## src/hdl/cgr_pkg.sv

```systemverilog
package cgr_pkg;

	// register indices
	localparam logic [7:0] IDX_DIFF_EDGE = 8'h02;
	localparam logic [7:0] IDX_REF_CTRL = 8'h03;
	localparam logic [7:0] IDX_RSVD_ONES = 8'h04;
	localparam logic [7:0] IDX_REV_VENDOR = 8'h05;
	localparam logic [7:0] IDX_PART = 8'h06;
	localparam logic [7:0] IDX_READ_LEN = 8'h07;

	// field positions in the reference control byte
	localparam int REF_EDGE_MSB = 7;
	localparam int REF_EDGE_LSB = 6;
	localparam int REF_RUN_PD_BIT = 5;
	localparam int REF_OE_BIT = 4;

	// reset and fixed read values
	localparam logic [3:0] DIFF_EDGE_RST = 4'hf;
	localparam logic [1:0] REF_EDGE_RST = 2'h1;
	localparam logic REF_RUN_PD_RST = 1'b0;
	localparam logic REF_OE_RST = 1'b1;
	localparam logic [1:0] REF_CTRL_RSVD_VAL = 2'h3;
	localparam logic [4:0] READ_LEN_RST = 5'h08;
	localparam logic [7:0] RSVD_ONES_VAL = 8'hff;

	// serial side
	localparam logic [6:0] SMB_ADDR_DEF = 7'h68;
	localparam logic [3:0] BITS_PER_BYTE = 4'h8;

	typedef enum logic [2:0] {
		ST_IDLE = 3'b000,
		ST_RX = 3'b001,
		ST_ACK_OUT = 3'b010,
		ST_TX = 3'b011,
		ST_ACK_IN = 3'b100
	} cgr_state_t;

	typedef enum logic [1:0] {
		PH_INDEX = 2'b00,
		PH_COUNT = 2'b01,
		PH_DATA = 2'b10
	} cgr_phase_t;

endpackage

```

## src/hdl/cgr_config_regs.sv

```systemverilog
// How it works
// index 2 bits 3..0 pick each diff output's edge rate; 1 is faster, reset 1.
// index 2 bits 7..4 are reserved and steer nothing.
// index 3 bits 7..6 pick reference edge rate, faster upward, reset 01.
// index 3 bit 5 keeps reference running in power-down; reset 0.
// index 3 bit 4 enables reference output; 0 forces it low; reset 1.
// index 4 always reads all ones.
// index 5 reads fixed revision code high and vendor code low.
// index 6 reads two-bit part type and six-bit part code.
// index 7 bits 4..0 set block-read length, reset 8; bit 7 reads 0.
// block write: address, index, count, data bytes; every byte acknowledged.
// block read: count byte first, then data; host ends with not-acknowledge.
// writes to read-only or reserved bits are acknowledged yet change nothing.
`timescale 1ns/100ps
`default_nettype none

module cgr_config_regs #(
	parameter logic [6:0] SMB_ADDR = cgr_pkg::SMB_ADDR_DEF,
	parameter logic [3:0] REVISION_CODE = 4'h3, // arbitrary value
	parameter logic [3:0] VENDOR_CODE = 4'h5, // arbitrary value
	parameter logic [1:0] PART_TYPE = 2'h2, // arbitrary value
	parameter logic [5:0] PART_CODE = 6'h2a // arbitrary value
)(
	input wire logic CLK_I,
	input wire logic SRST_I,
	input wire logic SMB_SCL_I,
	input wire logic SMB_SDA_I,
	output logic SMB_SDA_O,
	output logic SMB_SDA_OE_O,
	input wire logic PWR_DOWN_I,
	output logic [3:0] DIFF_EDGE_RATE_SEL_O,
	output logic [1:0] REF_EDGE_RATE_O,
	output logic REF_RUN_IN_PD_O,
	output logic REF_OE_O,
	output logic REF_RUN_O
);
	import cgr_pkg::*;

	logic [2:0] sync_in;
	logic [2:0] sync_out;
	logic scl_s;
	logic sda_s;
	logic pd_s;
	logic scl_rise;
	logic scl_fall;
	logic start_c;
	logic stop_c;
	logic [7:0] rd_data;

	logic scl_q, scl_d;
	logic sda_q, sda_d;
	cgr_state_t state_q, state_d;
	cgr_phase_t phase_q, phase_d;
	logic [3:0] bit_cnt_q, bit_cnt_d;
	logic [7:0] shift_q, shift_d;
	logic [7:0] tx_q, tx_d;
	logic [7:0] idx_q, idx_d;
	logic is_addr_q, is_addr_d;
	logic rw_q, rw_d;
	logic sda_oe_q, sda_oe_d;
	logic [3:0] diff_q, diff_d;
	logic [1:0] ref_edge_q, ref_edge_d;
	logic ref_run_pd_q, ref_run_pd_d;
	logic ref_oe_q, ref_oe_d;
	logic [4:0] read_len_q, read_len_d;
	logic ref_run_q, ref_run_d;

	assign sync_in = {PWR_DOWN_I, SMB_SDA_I, SMB_SCL_I};

	cgr_sync #(
		.WIDTH(3)
	) u_sync (
		.clk_i(CLK_I),
		.srst_i(SRST_I),
		.d_i(sync_in),
		.q_o(sync_out)
	);

	assign scl_s = sync_out[0];
	assign sda_s = sync_out[1];
	assign pd_s = sync_out[2];
	assign scl_rise = scl_s & ~scl_q;
	assign scl_fall = ~scl_s & scl_q;
	assign start_c = scl_s & scl_q & sda_q & ~sda_s;
	assign stop_c = scl_s & scl_q & ~sda_q & sda_s;

	// read view of the bank at the current index
	always_comb
	begin
		case (idx_q)
			IDX_DIFF_EDGE: rd_data = {4'h0, diff_q};
			IDX_REF_CTRL: rd_data = {ref_edge_q, ref_run_pd_q, ref_oe_q, REF_CTRL_RSVD_VAL, 2'h0};
			IDX_RSVD_ONES: rd_data = RSVD_ONES_VAL;
			IDX_REV_VENDOR: rd_data = {REVISION_CODE, VENDOR_CODE};
			IDX_PART: rd_data = {PART_TYPE, PART_CODE};
			IDX_READ_LEN: rd_data = {3'h0, read_len_q};
			default: rd_data = 8'h00;
		endcase
	end

	always_comb
	begin
		scl_d = scl_s;
		sda_d = sda_s;
		state_d = state_q;
		phase_d = phase_q;
		bit_cnt_d = bit_cnt_q;
		shift_d = shift_q;
		tx_d = tx_q;
		idx_d = idx_q;
		is_addr_d = is_addr_q;
		rw_d = rw_q;
		sda_oe_d = sda_oe_q;
		diff_d = diff_q;
		ref_edge_d = ref_edge_q;
		ref_run_pd_d = ref_run_pd_q;
		ref_oe_d = ref_oe_q;
		read_len_d = read_len_q;
		ref_run_d = ref_oe_q & (~pd_s | ref_run_pd_q);
		if (start_c)
		begin
			// start and repeated start both restart address phase, index kept
			state_d = ST_RX;
			bit_cnt_d = 4'h0;
			is_addr_d = 1'b1;
			sda_oe_d = 1'b0;
			phase_d = PH_INDEX;
		end
		else if (stop_c)
		begin
			state_d = ST_IDLE;
			sda_oe_d = 1'b0;
		end
		else
		begin
			unique case (state_q)
				ST_IDLE:
				begin
					sda_oe_d = 1'b0;
				end
				ST_RX:
				begin
					if (scl_rise)
					begin
						shift_d = {shift_q[6:0], sda_s};
						bit_cnt_d = bit_cnt_q + 4'h1;
					end
					if (scl_fall && bit_cnt_q == BITS_PER_BYTE)
					begin
						bit_cnt_d = 4'h0;
						state_d = ST_ACK_OUT;
						sda_oe_d = 1'b1;
						if (is_addr_q)
						begin
							is_addr_d = 1'b0;
							rw_d = shift_q[0];
							if (shift_q[7:1] != SMB_ADDR)
							begin
								state_d = ST_IDLE;
								sda_oe_d = 1'b0;
							end
							else if (shift_q[0])
							begin
								tx_d = {3'h0, read_len_q};
							end
						end
						else
						begin
							case (phase_q)
								PH_INDEX:
								begin
									idx_d = shift_q;
									phase_d = PH_COUNT;
								end
								PH_COUNT:
								begin
									phase_d = PH_DATA;
								end
								PH_DATA:
								begin
									idx_d = idx_q + 8'h01;
									case (idx_q)
										IDX_DIFF_EDGE: diff_d = shift_q[3:0];
										IDX_REF_CTRL:
										begin
											ref_edge_d = shift_q[REF_EDGE_MSB:REF_EDGE_LSB];
											ref_run_pd_d = shift_q[REF_RUN_PD_BIT];
											ref_oe_d = shift_q[REF_OE_BIT];
										end
										IDX_READ_LEN: read_len_d = shift_q[4:0];
										default: ;
									endcase
								end
								default: phase_d = PH_INDEX;
							endcase
						end
					end
				end
				ST_ACK_OUT:
				begin
					if (scl_fall)
					begin
						if (rw_q)
						begin
							state_d = ST_TX;
							sda_oe_d = ~tx_q[7];
							bit_cnt_d = 4'h1;
						end
						else
						begin
							state_d = ST_RX;
							sda_oe_d = 1'b0;
						end
					end
				end
				ST_TX:
				begin
					if (scl_fall)
					begin
						if (bit_cnt_q == BITS_PER_BYTE)
						begin
							sda_oe_d = 1'b0;
							state_d = ST_ACK_IN;
						end
						else
						begin
							tx_d = {tx_q[6:0], 1'b0};
							sda_oe_d = ~tx_q[6];
							bit_cnt_d = bit_cnt_q + 4'h1;
						end
					end
				end
				ST_ACK_IN:
				begin
					if (scl_rise)
					begin
						if (sda_s)
						begin
							state_d = ST_IDLE;
						end
						else
						begin
							tx_d = rd_data;
							idx_d = idx_q + 8'h01;
						end
					end
					if (scl_fall)
					begin
						state_d = ST_TX;
						sda_oe_d = ~tx_q[7];
						bit_cnt_d = 4'h1;
					end
				end
			endcase
		end
	end

	always_ff @(posedge CLK_I)
	begin
		if (SRST_I)
		begin
			scl_q <= 1'b1;
			sda_q <= 1'b1;
			state_q <= ST_IDLE;
			phase_q <= PH_INDEX;
			bit_cnt_q <= 4'h0;
			shift_q <= 8'h00;
			tx_q <= 8'h00;
			idx_q <= 8'h00;
			is_addr_q <= 1'b0;
			rw_q <= 1'b0;
			sda_oe_q <= 1'b0;
			diff_q <= DIFF_EDGE_RST;
			ref_edge_q <= REF_EDGE_RST;
			ref_run_pd_q <= REF_RUN_PD_RST;
			ref_oe_q <= REF_OE_RST;
			read_len_q <= READ_LEN_RST;
			ref_run_q <= 1'b0;
		end
		else
		begin
			scl_q <= scl_d;
			sda_q <= sda_d;
			state_q <= state_d;
			phase_q <= phase_d;
			bit_cnt_q <= bit_cnt_d;
			shift_q <= shift_d;
			tx_q <= tx_d;
			idx_q <= idx_d;
			is_addr_q <= is_addr_d;
			rw_q <= rw_d;
			sda_oe_q <= sda_oe_d;
			diff_q <= diff_d;
			ref_edge_q <= ref_edge_d;
			ref_run_pd_q <= ref_run_pd_d;
			ref_oe_q <= ref_oe_d;
			read_len_q <= read_len_d;
			ref_run_q <= ref_run_d;
		end
	end

	assign SMB_SDA_O = 1'b0;
	assign SMB_SDA_OE_O = sda_oe_q;
	assign DIFF_EDGE_RATE_SEL_O = diff_q;
	assign REF_EDGE_RATE_O = ref_edge_q;
	assign REF_RUN_IN_PD_O = ref_run_pd_q;
	assign REF_OE_O = ref_oe_q;
	assign REF_RUN_O = ref_run_q;
endmodule

`default_nettype wire

```

## src/hdl/cgr_sync.sv

```systemverilog
`timescale 1ns/100ps
`default_nettype none

module cgr_sync #(
	parameter int WIDTH = 1
)(
	input wire logic clk_i,
	input wire logic srst_i,
	input wire logic [WIDTH-1:0] d_i,
	output logic [WIDTH-1:0] q_o
);

	logic [WIDTH-1:0] meta_q;
	logic [WIDTH-1:0] meta_d;
	logic [WIDTH-1:0] sync_q;
	logic [WIDTH-1:0] sync_d;

	always_comb
	begin
		meta_d = d_i;
		sync_d = meta_q;
	end

	// idle bus lines are high, so reset to ones
	always_ff @(posedge clk_i)
	begin
		if (srst_i)
		begin
			meta_q <= '1;
			sync_q <= '1;
		end
		else
		begin
			meta_q <= meta_d;
			sync_q <= sync_d;
		end
	end

	assign q_o = sync_q;

endmodule

`default_nettype wire

```

## config.mk

```make
export PLATFORM = sky130hd
export DESIGN_NAME = cgr_config_regs
export DESIGN_NICKNAME = d
export VERILOG_FILES = /design/src/hdl/cgr_pkg.sv /design/src/hdl/cgr_config_regs.sv /design/src/hdl/cgr_sync.sv
export SDC_FILE = /design/constraint.sdc
export NUM_CORES = 1
export LEC_CHECK = 0
export ABC_AREA = 1
export ABC_CLOCK_PERIOD_IN_PS = 1700
export BUFFER_PORTS_ARGS = -buffer_cell sky130_fd_sc_hd__buf_2
export CAP_MARGIN = 20
export CORE_AREA = 2 2 97 108
export CTS_CLUSTER_SIZE = 10
export DETAILED_ROUTE_END_ITERATION = 6
export DIE_AREA = 0 0 99 110
export HOLD_SLACK_MARGIN = 0.08
export SLEW_MARGIN = 15
export SYNTH_ARGS = -nofsm -noshare
export SYNTH_HDL_FRONTEND = slang
export SYNTH_SLANG_ARGS = --single-unit
```

## constraint.sdc

```tcl
create_clock -name CLK_I -period 1.7 [get_ports CLK_I]
set_input_delay 0.085 -clock CLK_I [delete_from_list [all_inputs] [get_ports CLK_I]]
set_output_delay 0.085 -clock CLK_I [all_outputs]
set_load 0.02 [all_outputs]
```

==> flow_summary.yaml <==
timing:
  period_needed_ps: 1610
  final_max_slew_viol_count: 0
  rsz0062_at_grt: "true"
  final.setup.worst_slack_ps: 91.3
  finClkSkew_ps: 3.48
  fmax_mhz: 622
  hold_viol_final: 0
  finalCritPeriodShare: 0.946
  worst_hold_slack_ps: 107
  finalSetupTns_ps: 0
  finalSetupViolCount: 0
cells_and_area:
  final_common_cell: "nand2_1"
  fill_cells: 979
  fin_nets: 580
  regArea_um2: 1170
  syn_to_final_growth_pct: 24.6
  antenna_cells: 0
  drive_above_1_share: 0.252
  multiInputGateArea_um2: 2070
  layout_common_cells: "127 x nand2_1, 65 x nor2_1, 50 x inv_1, 49 x dfxtp_1, 38 x nand3_1"
yosys:
  synth_top_area_share: 0.345
  yosys-top-cells-area: "dfxtp_1 35%, nand2_1 15%, nor2_1 8.0%"
  synth_seq_cells: 58
  syn_nets: 523
  synth_top_area_cell: "dfxtp_1"
  synth_cells: 509
  ys_types: 37
  synth_top_family_by_area: "simple AND/OR/NAND/NOR gates"
  syn-cell-area_um2: 3360
  yosys_warnings: 0
  yosys.area_share.simple: 0.395
  yosys.area_share.xor_xnor: 0.0104
  synthAdderAreaFrac: 0.0335
  synth_mux_area_frac: 0
  ys_seq_area_frac: 0.345
  synth_area_per_cell_um2: 6.61
  synth_compound_area_frac: 0.127
worst_setup_path:
  arrival_ps: 1890
  r2r_cells: 10
  endpoint_kind: "register"
  crit_start: "idx_q[0]"
  path_max_fanout: 5
  crit_type: "reg -> reg"
  r2r_setup_slack_ps: 90
  crit_required_ps: 1990
  worstReg2RegEnd: "tx_q[6]"
  reg2reg_from: "idx_q[0]"
  cp-start-kind: "register"
worst_hold_path:
  whs_endpoint: "state_q[0]"
  whs_path_depth: 2
  hp-start: "SRST_I"
  min_path_type: "in -> reg"
cts:
  clk-insertion-delay-late_ps: 350
  cts-root-buf: "clkbuf_8"
  cts_num_sinks: 58
  cts.htree.levels: 3
  cts_tree: "yes"
  cts_max_path_buffers: 2
  cts.clk_slew.worst_paths_ps: 60
  numCtsBuffers: 9
grt:
  grt_pass1_wl_um: 14800
  grt_max_degree: 34
  track_usage: 0.171
  antenna_found_initial: 0
  grt_pass1_vias: 3129
  grt_overflow: 0
pwr:
  power_density_nw_per_um2: 1070
  power_leakage_nw: 1.85
  ir_worst_vdd_uv: 817
placement:
  dp_worst_setup_slack_ps: -47.9
  routabilityCongestion: 0.922
  portBuffers: 14
  dp_hpwl_um: 6540
run:
  drv_cap: 0
outcome:
  status: "complete, no violations"
floorplan:
  die_h_um: 110
  io_pins: 16
  die_x_um: 99
  start_util: 0.345
  die_area_um2: 10900
  core_um2: 9750
  num_rows: 38
detailed_routing:
  antenna_left: 0
  drc: 0
  drtIter0Drc: 149
  drtPass1Iterations: 4
  via_per_inst: 4.78
  wl_per_cell_um: 12.8
  wl_um: 8870
  via_count: 3303
==> worst max-delay path by stage <==
stage / to / cells after the start
after global routing: tx_q[5] / 13
after CTS: DIFF_EDGE_RATE_SEL_O[1] / 7
after detailed placement: tx_q[3] / 10
after global placement: DIFF_EDGE_RATE_SEL_O[0] / 7
final: tx_q[6] / 10
after floorplan: tx_q[1] / 9
==> power by group <==
| part | switching [W] | internal [W] |
|---|---|---|
| registers | 0.000149 | 0.00153 |
| clock network | 0.000557 | 0.000553 |
| logic | 0.00107 | 0.000619 |
| total | 0.00177 | 0.00270 |
==> registers in the layout (all words and copies together) (netlist names) <==
name                  count
sda_q                     1
state_q                   3
REF_OE_O                  1
u_sync.q_o                3
read_len_q                5
REF_RUN_IN_PD_O           1
tx_q                      8
scl_q                     1
u_sync.meta_q             3
SMB_SDA_OE_O              1
idx_q                     8
phase_q                   2
bit_cnt_q                 4
shift_q                   8
is_addr_q                 1
REF_RUN_O                 1
rw_q                      1
DIFF_EDGE_RATE_SEL_O      4
REF_EDGE_RATE_O           2
==> Yosys cell counts <==
| library cell | count |
|---|---|
| buf_4 | 5 |
| dfxtp_1 | 58 |
| nand4_1 | 3 |
| nand2_4 | 3 |
| nand2_2 | 7 |
| nor2_4 | 4 |
| a31oi_1 | 1 |
| a21oi_1 | 32 |
| a21boi_0 | 2 |
| nor4_1 | 1 |
| inv_2 | 5 |
| o21ai_0 | 28 |
| a211oi_1 | 2 |
| or2_2 | 8 |
| nand3_4 | 1 |
| clkinv_1 | 1 |
| nand3_1 | 42 |
| nor3_1 | 5 |
| buf_2 | 4 |
| conb_1 | 1 |
| xor2_1 | 4 |
| nand2_1 | 133 |
| nor3b_1 | 2 |
| nor3_4 | 2 |
| buf_6 | 1 |
| a21oi_4 | 1 |
| nor2_1 | 72 |
| ha_1 | 9 |
| o211ai_1 | 7 |
| clkbuf_1 | 1 |
| and3_1 | 1 |
| nand3_2 | 1 |
| o22ai_1 | 1 |
| inv_1 | 53 |
| nand4_4 | 1 |
| nor2_2 | 4 |
| o21ai_1 | 3 |
==> what timing repair did <==
action | in CTS | in global routing
hold buffers | 3 | 0
hold endpoints to repair | 3 | 0
buffers inserted | 0 | 4
gates resized for setup | 6 | 45
setup endpoints to repair | 28 | 38
pin swaps | 1 | 8
cloned | 2 | 0
==> final cells by class <==
type / count / share of cell area
clock buffer: 10 / 0.0329
sequential: 58 / 0.280
inverter: 59 / 0.0535
clock inverter: 6 / 0.00777
timing repair buffer: 55 / 0.0959
tap: 120 / 0.0358
multi-input combinational: 383 / 0.494
==> per-stage QoR <==
step                      cells  total power (W)  instance area [um^2]  utilization
final                       691          0.00448                  4190        0.430
after CTS                   687          0.00435                  4020        0.412
after detailed placement    666          0.00320                  3780        0.388
after floorplan             509          0.00279                  3360            -
after global placement      666          0.00317                  3780        0.388
after global routing        691          0.00477                  4190        0.430
==> critical path, cell delays in order, from the launching register on <==
cell and delay (ps):
dfxtp_2 340, inv_1 80, ha_1 220, nand3_1 170
nor2_4 230, nor2_1 70, nand2_1 60, nand2_1 90
nor2_1 140, nor2_1 60, nor2_1 100
==> metal layers <==
metal  wire, um  GRT usage  share of wire  vias up
met4        195     0.0675          0.022        0
met5          0          0              0        -
met3        263     0.0296          0.030       17
met2       4270      0.294           0.48       64
li1           -          -              -     1750
met1       4140      0.214           0.47     1472
==> cells by family after synthesis <==
kind of cell / Yosys count
adder cells (fa/ha/maj): 9
AND/OR/NAND/NOR: 290
other: 1
buffers and inverters: 70
AO/OA/AOI/OAI: 77
flip-flops: 58
XOR/XNOR: 4
Power figures use the tool's default switching activity.
